**config.mk**
```make
export PLATFORM = sky130hd
export DESIGN_NAME = rtc_core
export DESIGN_NICKNAME = d
export VERILOG_FILES = /design/src/verilog/rtc_pkg.sv /design/src/verilog/rtc_core.sv /design/src/verilog/rtc_fout_gen.sv
export SDC_FILE = /design/constraint.sdc
export NUM_CORES = 2
export LEC_CHECK = 0
export BUFFER_PORTS_ARGS = -buffer_cell sky130_fd_sc_hd__buf_2
export CAP_MARGIN = 20
export CORE_MARGIN = 2
export CORE_UTILIZATION = 47
export CTS_CLUSTER_SIZE = 14
export DETAILED_ROUTE_END_ITERATION = 7
export GPL_TIMING_DRIVEN = 0
export PLACE_DENSITY = 0.7
export SLEW_MARGIN = 40
export SYNTH_ARGS = -nofsm -noshare
export SYNTH_HDL_FRONTEND = slang
export SYNTH_HIERARCHICAL = 1
export SYNTH_SLANG_ARGS = --single-unit
```
**constraint.sdc**
```tcl
create_clock -name pclk -period 4.9 [get_ports pclk]
set_input_delay 0.245 -clock pclk [delete_from_list [all_inputs] [get_ports pclk]]
set_output_delay 0.245 -clock pclk [all_outputs]
set_load 0.1 [all_outputs]
```
**src/verilog/rtc_pkg.sv**
```systemverilog
package rtc_pkg;

   // =====================================================================
   // Bus and memory geometry
   // =====================================================================
   localparam int ADDR_W = 12;
   localparam int SRAM_WORDS = 128;
   localparam logic [11:0] SRAM_BASE = 12'h200;
   // Serial-bus target address of the user storage, reported read-only
   localparam logic [6:0] USER_TARGET_ADDR = 7'h57;

   // =====================================================================
   // Register byte offsets
   // =====================================================================
   localparam logic [11:0] OFF_SEC = 12'h000;
   localparam logic [11:0] OFF_MIN = 12'h004;
   localparam logic [11:0] OFF_HOUR = 12'h008;
   localparam logic [11:0] OFF_DATE = 12'h00c;
   localparam logic [11:0] OFF_MONTH = 12'h010;
   localparam logic [11:0] OFF_YEAR = 12'h014;
   localparam logic [11:0] OFF_DOW = 12'h018;
   localparam logic [11:0] OFF_CTRL = 12'h01c;
   localparam logic [11:0] OFF_STATUS = 12'h020;
   localparam logic [11:0] OFF_CLEAR = 12'h024;
   localparam logic [11:0] OFF_IEN = 12'h028;
   localparam logic [11:0] OFF_ALM_SEC = 12'h02c;
   localparam logic [11:0] OFF_ALM_MIN = 12'h030;
   localparam logic [11:0] OFF_ALM_HOUR = 12'h034;
   localparam logic [11:0] OFF_ALM_DATE = 12'h038;
   localparam logic [11:0] OFF_ALM_MONTH = 12'h03c;
   localparam logic [11:0] OFF_TEMP = 12'h040;
   localparam logic [11:0] OFF_DST_START = 12'h044;
   localparam logic [11:0] OFF_DST_END = 12'h048;
   localparam logic [11:0] OFF_TS_V2B_LO = 12'h04c;
   localparam logic [11:0] OFF_TS_V2B_HI = 12'h050;
   localparam logic [11:0] OFF_TS_B2V_LO = 12'h054;
   localparam logic [11:0] OFF_TS_B2V_HI = 12'h058;
   localparam logic [11:0] OFF_INFO = 12'h05c;

   // =====================================================================
   // Field positions
   // =====================================================================
   localparam int CTRL_FSEL_LSB = 0;
   localparam int CTRL_AMODE_LSB = 4;
   localparam int CTRL_DST_EN_BIT = 6;
   localparam int CTRL_PF_TRIP_LSB = 7;
   localparam int CTRL_BAT_TRIP_LSB = 10;
   localparam int ALM_EN_BIT = 7;
   localparam int STATUS_BACKUP_BIT = 8;
   localparam int DST_DATE_LSB = 8;
   localparam int DST_HOUR_LSB = 16;

   localparam int NUM_EV = 6;
   localparam int EV_ALARM = 0;
   localparam int EV_TS_V2B = 1;
   localparam int EV_TS_B2V = 2;
   localparam int EV_VDD_LOW = 3;
   localparam int EV_BAT_LOW = 4;
   localparam int EV_SECOND = 5;

   // =====================================================================
   // Counts and reset values
   // =====================================================================
   localparam logic [14:0] PRESC_LAST = 15'h7fff;
   localparam logic [3:0] FSEL_IRQ = 4'h0;
   localparam logic [3:0] FSEL_OSC = 4'h1;
   localparam logic [3:0] FSEL_RST = 4'h1;
   localparam logic [2:0] TRIP_RST = 3'h0;
   localparam logic [4:0] DATE_RST = 5'h01;
   localparam logic [3:0] MONTH_RST = 4'h1;
   localparam logic [6:0] YEAR_RST = 7'h00;
   localparam logic [2:0] DOW_RST = 3'h6;
   localparam logic [6:0] YEAR_LAST = 7'h63;
   localparam logic [2:0] DOW_LAST = 3'h6;

   // =====================================================================
   // Types
   // =====================================================================
   typedef enum logic [1:0] {ALM_OFF, ALM_ONCE, ALM_PERIODIC, ALM_POLLED} alarm_mode_t;

   typedef struct packed {
      logic [6:0] year;
      logic [3:0] month;
      logic [4:0] date;
      logic [2:0] dow;
      logic [4:0] hour;
      logic [5:0] min;
      logic [5:0] sec;
   } time_t;

   typedef struct packed {
      logic sec_en;
      logic [5:0] sec;
      logic min_en;
      logic [5:0] min;
      logic hour_en;
      logic [4:0] hour;
      logic date_en;
      logic [4:0] date;
      logic month_en;
      logic [3:0] month;
   } alarm_t;

   typedef struct packed {
      logic [3:0] month;
      logic [4:0] date;
      logic [4:0] hour;
   } dst_point_t;

   typedef struct packed {
      logic [ADDR_W-1:0] paddr;
      logic psel;
      logic penable;
      logic pwrite;
      logic [31:0] pwdata;
   } apb_req_t;

   typedef struct packed {
      logic [31:0] prdata;
      logic pready;
      logic pslverr;
   } apb_rsp_t;

endpackage

```
**src/verilog/rtc_core.sv**
```systemverilog
// The APB interface to the registers and the register addresses were decided locally.
`timescale 1ns/1ps
`default_nettype none
module rtc_core (
   input wire logic pclk,
   input wire logic presetn,
   input wire logic ce,
   input wire rtc_pkg::apb_req_t apb_req,
   output rtc_pkg::apb_rsp_t apb_rsp,
   input wire logic osc_clk_pin,
   input wire logic vdd_fail_pin,
   input wire logic [7:0] vdd_level,
   input wire logic [7:0] bat_level,
   input wire logic [9:0] temp_code,
   input wire logic scl_i,
   input wire logic sda_i,
   output logic sda_o,
   output logic sda_oe_n,
   output logic scl_rx,
   output logic sda_rx,
   output logic power_on_backup,
   output logic alarm_or_clock_out_pin_o,
   output logic alarm_or_clock_out_pin_oe_n,
   output logic irq
);
   import rtc_pkg::*;

   typedef struct packed {
      time_t tm;
      logic [14:0] presc;
      logic osc_s1;
      logic osc_s2;
      logic osc_prev;
      logic fail_s1;
      logic fail_s2;
      logic backup;
      logic sda_s1;
      logic sda_s2;
      logic scl_s1;
      logic scl_s2;
      logic sda_rx;
      logic scl_rx;
      logic [3:0] fsel;
      alarm_mode_t amode;
      logic dst_en;
      logic dst_active;
      logic [2:0] pf_trip;
      logic [2:0] bat_trip;
      alarm_t alm;
      dst_point_t dst_start;
      dst_point_t dst_end;
      time_t ts_v2b;
      time_t ts_b2v;
      logic [NUM_EV-1:0] status;
      logic [NUM_EV-1:0] ien;
      logic [31:0] rdata;
      logic slverr;
      logic pin_oe_n;
   } state_t;

   state_t q;
   state_t d;
   logic [7:0] sram_mem [SRAM_WORDS];
   logic fout;
   logic osc_rise;
   logic tick;
   logic wr_en;
   logic sram_sel;
   logic alarm_match;
   logic alarm_to_pin;
   logic [NUM_EV-1:0] ev;
   logic [NUM_EV-1:0] clr;
   time_t nt;

   // =====================================================================
   // Calendar arithmetic
   // =====================================================================
   function automatic logic [4:0] days_in_month(input logic [3:0] m, input logic [6:0] y);
      logic [4:0] n;
      n = 5'd31;
      case (m)
         4'd4, 4'd6, 4'd9, 4'd11: n = 5'd30;
         // Every fourth year is leap up to 2099, so 2000 needs no exception
         4'd2: n = (y[1:0] == 2'b00) ? 5'd29 : 5'd28;
         default: n = 5'd31;
      endcase
      return n;
   endfunction

   function automatic time_t next_time(input time_t t);
      time_t r;
      r = t;
      if (t.sec != 6'd59) begin
         r.sec = t.sec + 6'd1;
      end else begin
         r.sec = 6'd0;
         if (t.min != 6'd59) begin
            r.min = t.min + 6'd1;
         end else begin
            r.min = 6'd0;
            if (t.hour != 5'd23) begin
               r.hour = t.hour + 5'd1;
            end else begin
               r.hour = 5'd0;
               r.dow = (t.dow == DOW_LAST) ? 3'd0 : t.dow + 3'd1;
               if (t.date < days_in_month(t.month, t.year)) begin
                  r.date = t.date + 5'd1;
               end else begin
                  r.date = 5'd1;
                  if (t.month != 4'd12) begin
                     r.month = t.month + 4'd1;
                  end else begin
                     r.month = 4'd1;
                     r.year = (t.year == YEAR_LAST) ? 7'd0 : t.year + 7'd1;
                  end
               end
            end
         end
      end
      return r;
   endfunction

   function automatic logic dst_hit(input time_t t, input dst_point_t p);
      return (t.month == p.month) && (t.date == p.date) && (t.hour == p.hour) &&
             (t.min == 6'd0) && (t.sec == 6'd0);
   endfunction

   // Trip code n sets the threshold at 32*n on the level scale
   function automatic logic [7:0] trip_level(input logic [2:0] code);
      return {code, 5'h00};
   endfunction

   function automatic logic [31:0] pack_alm(input logic en, input logic [6:0] v);
      return {24'h00_0000, en, v};
   endfunction

   // =====================================================================
   // Next-state logic
   // =====================================================================
   always_comb begin
      d = q;
      ev = '0;
      clr = '0;
      tick = 1'b0;
      nt = q.tm;
      alarm_match = 1'b0;

      // Pins from other domains, two flops before use
      d.osc_s1 = osc_clk_pin;
      d.osc_s2 = q.osc_s1;
      d.osc_prev = q.osc_s2;
      d.fail_s1 = vdd_fail_pin;
      d.fail_s2 = q.fail_s1;
      d.sda_s1 = sda_i;
      d.sda_s2 = q.sda_s1;
      d.scl_s1 = scl_i;
      d.scl_s2 = q.scl_s1;
      osc_rise = q.osc_s2 & ~q.osc_prev;

      // Supply selection and switchover stamps
      d.backup = q.fail_s2;
      if (q.fail_s2 && !q.backup) begin
         d.ts_v2b = q.tm;
         ev[EV_TS_V2B] = 1'b1;
      end
      if (!q.fail_s2 && q.backup) begin
         d.ts_b2v = q.tm;
         ev[EV_TS_B2V] = 1'b1;
      end

      // Bus lines idle high while on backup
      d.sda_rx = q.sda_s2 | q.backup;
      d.scl_rx = q.scl_s2 | q.backup;

      // Seconds prescaler
      if (osc_rise) begin
         if (q.presc == PRESC_LAST) begin
            d.presc = '0;
            tick = 1'b1;
         end else begin
            d.presc = q.presc + 15'd1;
         end
      end

      if (tick) begin
         nt = next_time(q.tm);
         if (q.dst_en && !q.dst_active && dst_hit(nt, q.dst_start) && nt.hour != 5'd23) begin
            nt.hour = nt.hour + 5'd1;
            d.dst_active = 1'b1;
         end else if (q.dst_en && q.dst_active && dst_hit(nt, q.dst_end) && nt.hour != 5'd0) begin
            nt.hour = nt.hour - 5'd1;
            d.dst_active = 1'b0;
         end
         d.tm = nt;
         ev[EV_SECOND] = 1'b1;
         alarm_match = (q.alm.sec_en | q.alm.min_en | q.alm.hour_en | q.alm.date_en |
                        q.alm.month_en) &&
                       (!q.alm.sec_en || nt.sec == q.alm.sec) &&
                       (!q.alm.min_en || nt.min == q.alm.min) &&
                       (!q.alm.hour_en || nt.hour == q.alm.hour) &&
                       (!q.alm.date_en || nt.date == q.alm.date) &&
                       (!q.alm.month_en || nt.month == q.alm.month);
         if (alarm_match && q.amode != ALM_OFF) begin
            ev[EV_ALARM] = 1'b1;
            if (q.amode == ALM_ONCE) begin
               d.amode = ALM_OFF;
            end
         end
      end

      // Supply monitors against chosen thresholds
      if (vdd_level < trip_level(q.pf_trip)) begin
         ev[EV_VDD_LOW] = 1'b1;
      end
      if (bat_level < trip_level(q.bat_trip)) begin
         ev[EV_BAT_LOW] = 1'b1;
      end

      // APB setup phase: precompute answer so prdata comes from a flop
      if (apb_req.psel && !apb_req.penable) begin
         d.rdata = 32'h0000_0000;
         d.slverr = 1'b0;
         if (q.backup) begin
            d.slverr = 1'b1;
         end else if (apb_req.paddr[11:9] == SRAM_BASE[11:9]) begin
            if (!apb_req.pwrite) begin
               d.rdata = {24'h00_0000, sram_mem[apb_req.paddr[8:2]]};
            end
         end else if (apb_req.paddr[1:0] != 2'b00) begin
            d.slverr = 1'b1;
         end else begin
            case (apb_req.paddr)
               OFF_SEC: d.rdata = {26'h000_0000, q.tm.sec};
               OFF_MIN: d.rdata = {26'h000_0000, q.tm.min};
               OFF_HOUR: d.rdata = {27'h000_0000, q.tm.hour};
               OFF_DATE: d.rdata = {27'h000_0000, q.tm.date};
               OFF_MONTH: d.rdata = {28'h000_0000, q.tm.month};
               OFF_YEAR: d.rdata = {25'h000_0000, q.tm.year};
               OFF_DOW: d.rdata = {29'h0000_0000, q.tm.dow};
               OFF_CTRL: d.rdata = {19'h0_0000, q.bat_trip, q.pf_trip, q.dst_en, q.amode, q.fsel};
               OFF_STATUS: d.rdata = {23'h00_0000, q.backup, 2'b00, q.status};
               OFF_CLEAR: d.rdata = 32'h0000_0000;
               OFF_IEN: d.rdata = {26'h000_0000, q.ien};
               OFF_ALM_SEC: d.rdata = pack_alm(q.alm.sec_en, {1'b0, q.alm.sec});
               OFF_ALM_MIN: d.rdata = pack_alm(q.alm.min_en, {1'b0, q.alm.min});
               OFF_ALM_HOUR: d.rdata = pack_alm(q.alm.hour_en, {2'b00, q.alm.hour});
               OFF_ALM_DATE: d.rdata = pack_alm(q.alm.date_en, {2'b00, q.alm.date});
               OFF_ALM_MONTH: d.rdata = pack_alm(q.alm.month_en, {3'b000, q.alm.month});
               OFF_TEMP: d.rdata = {22'h00_0000, temp_code};
               OFF_DST_START: d.rdata = {11'h000, q.dst_start.hour, 3'b000,
                                         q.dst_start.date, 4'h0, q.dst_start.month};
               OFF_DST_END: d.rdata = {11'h000, q.dst_end.hour, 3'b000,
                                       q.dst_end.date, 4'h0, q.dst_end.month};
               OFF_TS_V2B_LO: d.rdata = {11'h000, q.ts_v2b.hour, 2'b00, q.ts_v2b.min,
                                         2'b00, q.ts_v2b.sec};
               OFF_TS_V2B_HI: d.rdata = {9'h000, q.ts_v2b.year, 4'h0, q.ts_v2b.month,
                                         3'b000, q.ts_v2b.date};
               OFF_TS_B2V_LO: d.rdata = {11'h000, q.ts_b2v.hour, 2'b00, q.ts_b2v.min,
                                         2'b00, q.ts_b2v.sec};
               OFF_TS_B2V_HI: d.rdata = {9'h000, q.ts_b2v.year, 4'h0, q.ts_b2v.month,
                                         3'b000, q.ts_b2v.date};
               OFF_INFO: d.rdata = {25'h000_0000, USER_TARGET_ADDR};
               default: d.slverr = 1'b1;
            endcase
         end
      end

      // APB access phase: writes land here, after the tick so they win
      wr_en = apb_req.psel && apb_req.penable && apb_req.pwrite && !q.backup;
      sram_sel = apb_req.paddr[11:9] == SRAM_BASE[11:9];
      if (wr_en && !sram_sel) begin
         case (apb_req.paddr)
            OFF_SEC: begin
               d.tm.sec = apb_req.pwdata[5:0];
               d.presc = '0;
            end
            OFF_MIN: d.tm.min = apb_req.pwdata[5:0];
            OFF_HOUR: d.tm.hour = apb_req.pwdata[4:0];
            OFF_DATE: d.tm.date = apb_req.pwdata[4:0];
            OFF_MONTH: d.tm.month = apb_req.pwdata[3:0];
            OFF_YEAR: d.tm.year = apb_req.pwdata[6:0];
            OFF_DOW: d.tm.dow = apb_req.pwdata[2:0];
            OFF_CTRL: begin
               d.fsel = apb_req.pwdata[CTRL_FSEL_LSB +: 4];
               d.amode = alarm_mode_t'(apb_req.pwdata[CTRL_AMODE_LSB +: 2]);
               d.dst_en = apb_req.pwdata[CTRL_DST_EN_BIT];
               d.pf_trip = apb_req.pwdata[CTRL_PF_TRIP_LSB +: 3];
               d.bat_trip = apb_req.pwdata[CTRL_BAT_TRIP_LSB +: 3];
            end
            OFF_CLEAR: clr = apb_req.pwdata[NUM_EV-1:0];
            OFF_IEN: d.ien = apb_req.pwdata[NUM_EV-1:0];
            OFF_ALM_SEC: {d.alm.sec_en, d.alm.sec} = {apb_req.pwdata[ALM_EN_BIT],
                                                      apb_req.pwdata[5:0]};
            OFF_ALM_MIN: {d.alm.min_en, d.alm.min} = {apb_req.pwdata[ALM_EN_BIT],
                                                      apb_req.pwdata[5:0]};
            OFF_ALM_HOUR: {d.alm.hour_en, d.alm.hour} = {apb_req.pwdata[ALM_EN_BIT],
                                                         apb_req.pwdata[4:0]};
            OFF_ALM_DATE: {d.alm.date_en, d.alm.date} = {apb_req.pwdata[ALM_EN_BIT],
                                                         apb_req.pwdata[4:0]};
            OFF_ALM_MONTH: {d.alm.month_en, d.alm.month} = {apb_req.pwdata[ALM_EN_BIT],
                                                            apb_req.pwdata[3:0]};
            OFF_DST_START: d.dst_start = {apb_req.pwdata[3:0],
                                          apb_req.pwdata[DST_DATE_LSB +: 5],
                                          apb_req.pwdata[DST_HOUR_LSB +: 5]};
            OFF_DST_END: d.dst_end = {apb_req.pwdata[3:0],
                                      apb_req.pwdata[DST_DATE_LSB +: 5],
                                      apb_req.pwdata[DST_HOUR_LSB +: 5]};
            default: d.dst_end = q.dst_end;
         endcase
      end

      // Sticky events: a new event beats a clear in the same cycle
      d.status = (q.status & ~clr) | ev;

      // Polled mode keeps alarms off the pin and the interrupt line
      alarm_to_pin = q.status[EV_ALARM] && q.ien[EV_ALARM] && q.amode != ALM_POLLED;
      if (q.fsel == FSEL_IRQ) begin
         d.pin_oe_n = !alarm_to_pin;
      end else begin
         d.pin_oe_n = fout;
      end
   end

   // =====================================================================
   // State registers
   // =====================================================================
   always_ff @(posedge pclk or negedge presetn) begin
      if (!presetn) begin
         q <= '0;
         q.tm.date <= DATE_RST;
         q.tm.month <= MONTH_RST;
         q.tm.year <= YEAR_RST;
         q.tm.dow <= DOW_RST;
         q.fsel <= FSEL_RST;
         q.amode <= ALM_OFF;
         q.pf_trip <= TRIP_RST;
         q.bat_trip <= TRIP_RST;
         q.sda_rx <= 1'b1;
         q.scl_rx <= 1'b1;
         q.pin_oe_n <= 1'b1;
      end else if (ce) begin
         q <= d;
      end
   end

   // Storage keeps no reset: its contents must outlive supply changes
   always_ff @(posedge pclk) begin
      if (ce && wr_en && sram_sel) begin
         sram_mem[apb_req.paddr[8:2]] <= apb_req.pwdata[7:0];
      end
   end

   rtc_fout_gen u_fout (
      .pclk(pclk),
      .presetn(presetn),
      .ce(ce),
      .osc_rise(osc_rise),
      .osc_level(q.osc_s2),
      .fsel(q.fsel),
      .fout_q(fout)
   );

   // =====================================================================
   // Outputs
   // =====================================================================
   assign apb_rsp.prdata = q.rdata;
   assign apb_rsp.pready = ce;
   assign apb_rsp.pslverr = q.slverr;
   assign irq = |(q.status & q.ien & {{(NUM_EV-1){1'b1}}, q.amode != ALM_POLLED});
   assign power_on_backup = q.backup;
   assign scl_rx = q.scl_rx;
   assign sda_rx = q.sda_rx;
   // No transmit engine here; the data line is never driven, its output enable stays off
   assign sda_o = 1'b0;
   assign sda_oe_n = 1'b1;
   assign alarm_or_clock_out_pin_o = 1'b0;
   assign alarm_or_clock_out_pin_oe_n = q.pin_oe_n;
endmodule // rtc_core
`default_nettype wire

```
**src/verilog/rtc_fout_gen.sv**
```systemverilog
`timescale 1ns/1ps
`default_nettype none
module rtc_fout_gen (
   input wire logic pclk,
   input wire logic presetn,
   input wire logic ce,
   input wire logic osc_rise,
   input wire logic osc_level,
   input wire logic [3:0] fsel,
   output logic fout_q
);
   import rtc_pkg::*;

   logic [13:0] div_q;

   // =====================================================================
   // Binary divider of the oscillator, one tap for each of the rate selects 2 to 15
   // =====================================================================
   always_ff @(posedge pclk or negedge presetn) begin
      if (!presetn) begin
         div_q <= 14'h0000;
         fout_q <= 1'b1;
      end else if (ce) begin
         if (osc_rise) begin
            div_q <= div_q + 14'h0001;
         end
         if (fsel == FSEL_OSC) begin
            fout_q <= osc_level;
         end else if (fsel == FSEL_IRQ) begin
            fout_q <= 1'b1;
         end else begin
            fout_q <= div_q[fsel - 4'h2];
         end
      end
   end
endmodule // rtc_fout_gen
`default_nettype wire

```
==> reports/results.ini <==
[run_status]
run_status=complete, no violations

[hold_path]
hp-class=input pin to asynchronous set/reset pin

[clock_tree]
cts_sinks=1276
numCtsBuffers=134
clk_pin_slew_worst_paths_ps=70
clk_latency_ps=760
htreeDepth=4
cts_root_buf=clkbuf_16
cts.path.max_buffers=3
cts_tree=done

[place]
place_area_um2=57500
routabilityCongestion=0.989
dp_cells=4781
dp_hpwl_um=112000
io_buffers=79

[die]
fp.dieW_um=343
fp.dieH_um=343
ioPinCount=122
core_area_um2=114000
initial_core_util=0.473
num_rows=124
dieArea_um2=118000

[global_route]
grt_use_met2=0.437
grt_antenna_before_repair=3
grt_max_degree=89
met3_usage=0.0725
met1_usage=0.396
grt_pass1_vias=32200
grt_pass1_wl_um=238000
grt.busiest_layer=met2
grtUsageTotal=0.288
gr-total-overflow=0

[timing]
max_slew_margin=0.363
rsz0062_at_grt=yes
finalHoldViolCount=0
slew_violations=0
worst_pin_slew_ps=955
setup_viol=0
hold_slack_ps=101
period_share=0.979
fmax_ghz=0.209
skew_ps=33.2
fin_crit_ps=4800

[critical_path]
crit_path_start_kind=register
cp_data_required_time_ps=5540
cpPeakStageDelay_ps=550
cp_slowest_cell=dfstp_2
cp.arrival_ps=5440
critPathCaptureType=register
path_buf_inv=4
path_delay_family=compound AO/OA/AOI/OAI gates
critical_path_class=register to register
crit_path_max_fanout=10
path_cells=clkbuf_4 -> clkinvlp_4 -> ha_1 -> and3_1 -> ha_1 -> o2111ai_2 -> a21oi_1 -> a21oi_1 -> or2_2 -> xor2_1 -> nor4_1 -> nand4_1 -> buf_4 -> mux2i_1 -> xnor2_1 -> o211ai_1 -> o41ai_2 -> buf_4 -> a22o_1

[detailed_routing]
wl_per_cell_um=33.2
drtIter0Drc=5266
postRouteWirelength_um=168000
drtAntennaViolNets=0
via_per_inst=6.52
drtPass1Iterations=7
drcViolationCount=0
vias=33000

[synthesis]
yosysSeqAreaShare=0.687
syn_area_um2=54000
synth_area_leaders=edfxtp_1, mux4_2, dfrtp_1
synth_largest_area_cell=edfxtp_1
syn_inst=3145
ys_types=91
synth_area_per_cell_um2=17.2
ys_warn_count=6
synth_ff_type=edfxtp_1
async_flop_share=0.197
ys_seq_elements=1276
synth_top_cell_area_share=0.570
synth_edf_count=1024

[power]
p_comb_frac=0.076
power.switching_mw=5.71
seqPwrFrac=0.507
vdd_ir_drop_max_mv=0.341
switching_share=0.237
leakagePower_nw=21.3
internal-power_mw=18.3
p_per_area_nw_per_um2=385
finalPower_mw=24.0
p_clk_frac=0.417

[final_layout]
final_core_utilization=0.547
drive_gt1_frac=0.297
multi_input_area_um2=16400
syn2layout_area_growth_pct=15.8
instances_no_fill=5066
fin_area_um2=62500
seq_area_um2=37100
layout.nets=3551
fillCellCount=8885

[run]
max_cap_violations=0

power by group through the flow:
| stage | clock network [mW] | logic, mW | registers, mW |
|---|---|---|---|
| 4_1_cts | 10.1 | 1.81 | 12.2 |
| 3_5_place_dp | 0 | 1.77 | 12.4 |
| 5_1_grt | 10.5 | 1.92 | 12.2 |
| 2_1_floorplan | 0 | 0.957 | 12.4 |
| 3_3_place_gp | 0 | 1.65 | 12.4 |
| 6_report | 10.0 | 1.84 | 12.2 |
final timing paths:
path                                  start                to  slack (ps)  depth (start not counted)
max                                  q[243]             q[40]         100                         19
min                                 presetn             q[85]         100                          3
max reg2reg                          q[243]             q[40]         100                         19
min reg2reg                u_fout/div_q[13]  u_fout/div_q[13]         470                          1
max in group asynchronous           presetn     u_fout/fout_q        4010                          4
min in group pclk              temp_code[2]        apb_rsp[4]         110                          5
registers in the layout, indices dropped and copies added (netlist names):
signal                       count
scl_rx                           1
power_on_backup                  1
sram_mem                      1024
sda_rx                           1
u_fout/fout_q                    1
alarm_or_clock_out_pin_oe_n      1
u_fout/div_q                    14
q                              205
apb_rsp                         22
d                                6
through the flow:
stage,TNS [ps],setup WS (ps)
after floorplan,0,618
after global placement,-1021440,-1850
after detailed placement,-169820,-1390
after CTS,0,17.2
after global routing,-90.2,-70.4
final,0,105
layout make-up:
cell class / instances / area share
clock inverter: 67 / 0.0112
tap: 1512 / 0.0303
timing repair buffer: 158 / 0.0276
clock buffer: 172 / 0.0574
inverter: 29 / 0.00180
antenna: 1 / 0.0000400
multi-input combinational: 1644 / 0.262
buffer: 207 / 0.0166
sequential: 1276 / 0.593
cells by family after synthesis:
kind of cell,Yosys count,share of synthesized area
XOR/XNOR,80,0.0131
AND/OR/NAND/NOR,665,0.0594
multiplexers,480,0.168
flip-flops,1276,0.687
buffers and inverters,237,0.0193
AO/OA/AOI/OAI,384,0.0484
adder cells (fa/ha/maj),21,0.00487
other,2,0.000139
cells in the mapped netlist, types with 37 or more instances:
| cell type | number |
|---|---|
| edfxtp_1 | 1024 |
| mux4_2 | 323 |
| dfrtp_1 | 243 |
| nor2_1 | 238 |
| nand2_1 | 177 |
| mux2_2 | 133 |
| clkbuf_1 | 130 |
| o21ai_0 | 90 |
| a22oi_1 | 66 |
| a21oi_1 | 64 |
| nand3_1 | 51 |
| xor2_1 | 43 |
| buf_4 | 37 |
worst reg2reg max path, cell delays in order, from the launching register on:
cell,delay (ps)
dfstp_2,550
clkbuf_4,260
clkinvlp_4,140
ha_1,240
and3_1,190
ha_1,300
o2111ai_2,240
a21oi_1,230
a21oi_1,130
or2_2,380
xor2_1,210
nor4_1,320
nand4_1,170
buf_4,190
mux2i_1,130
xnor2_1,140
o211ai_1,420
o41ai_2,100
buf_4,160
a22o_1,180
per-layer routing:
layer | part of all wire | vias up
met5 | 0.00017 | -
met4 | 0.050 | 4
met3 | 0.12 | 429
met2 | 0.46 | 2402
met1 | 0.37 | 17000
li1 | - | 13200
cell usage in the layout (no fill, tap or decap), drive strengths merged, types with 44 or more instances in the layout:
cell type	count
xor2	44
clkinv	47
nor2	238
o21ai	93
mux4	326
nand2	178
edfxtp	1024
dfrtp	243
buf	205
a21oi	64
nand3	52
clkbuf	301
a22oi	66
mux2	133
timing repair:
item / CTS / global route
buffers inserted: 6 / 8
gates resized for setup: 26 / 20
endpoints found under the setup margin: 10 / 63
pin swaps: 6 / 5
hold buffers: 32 / 0
endpoints found under the hold margin: 632 / 0
Note: power is estimated with default switching activity, not from simulation.
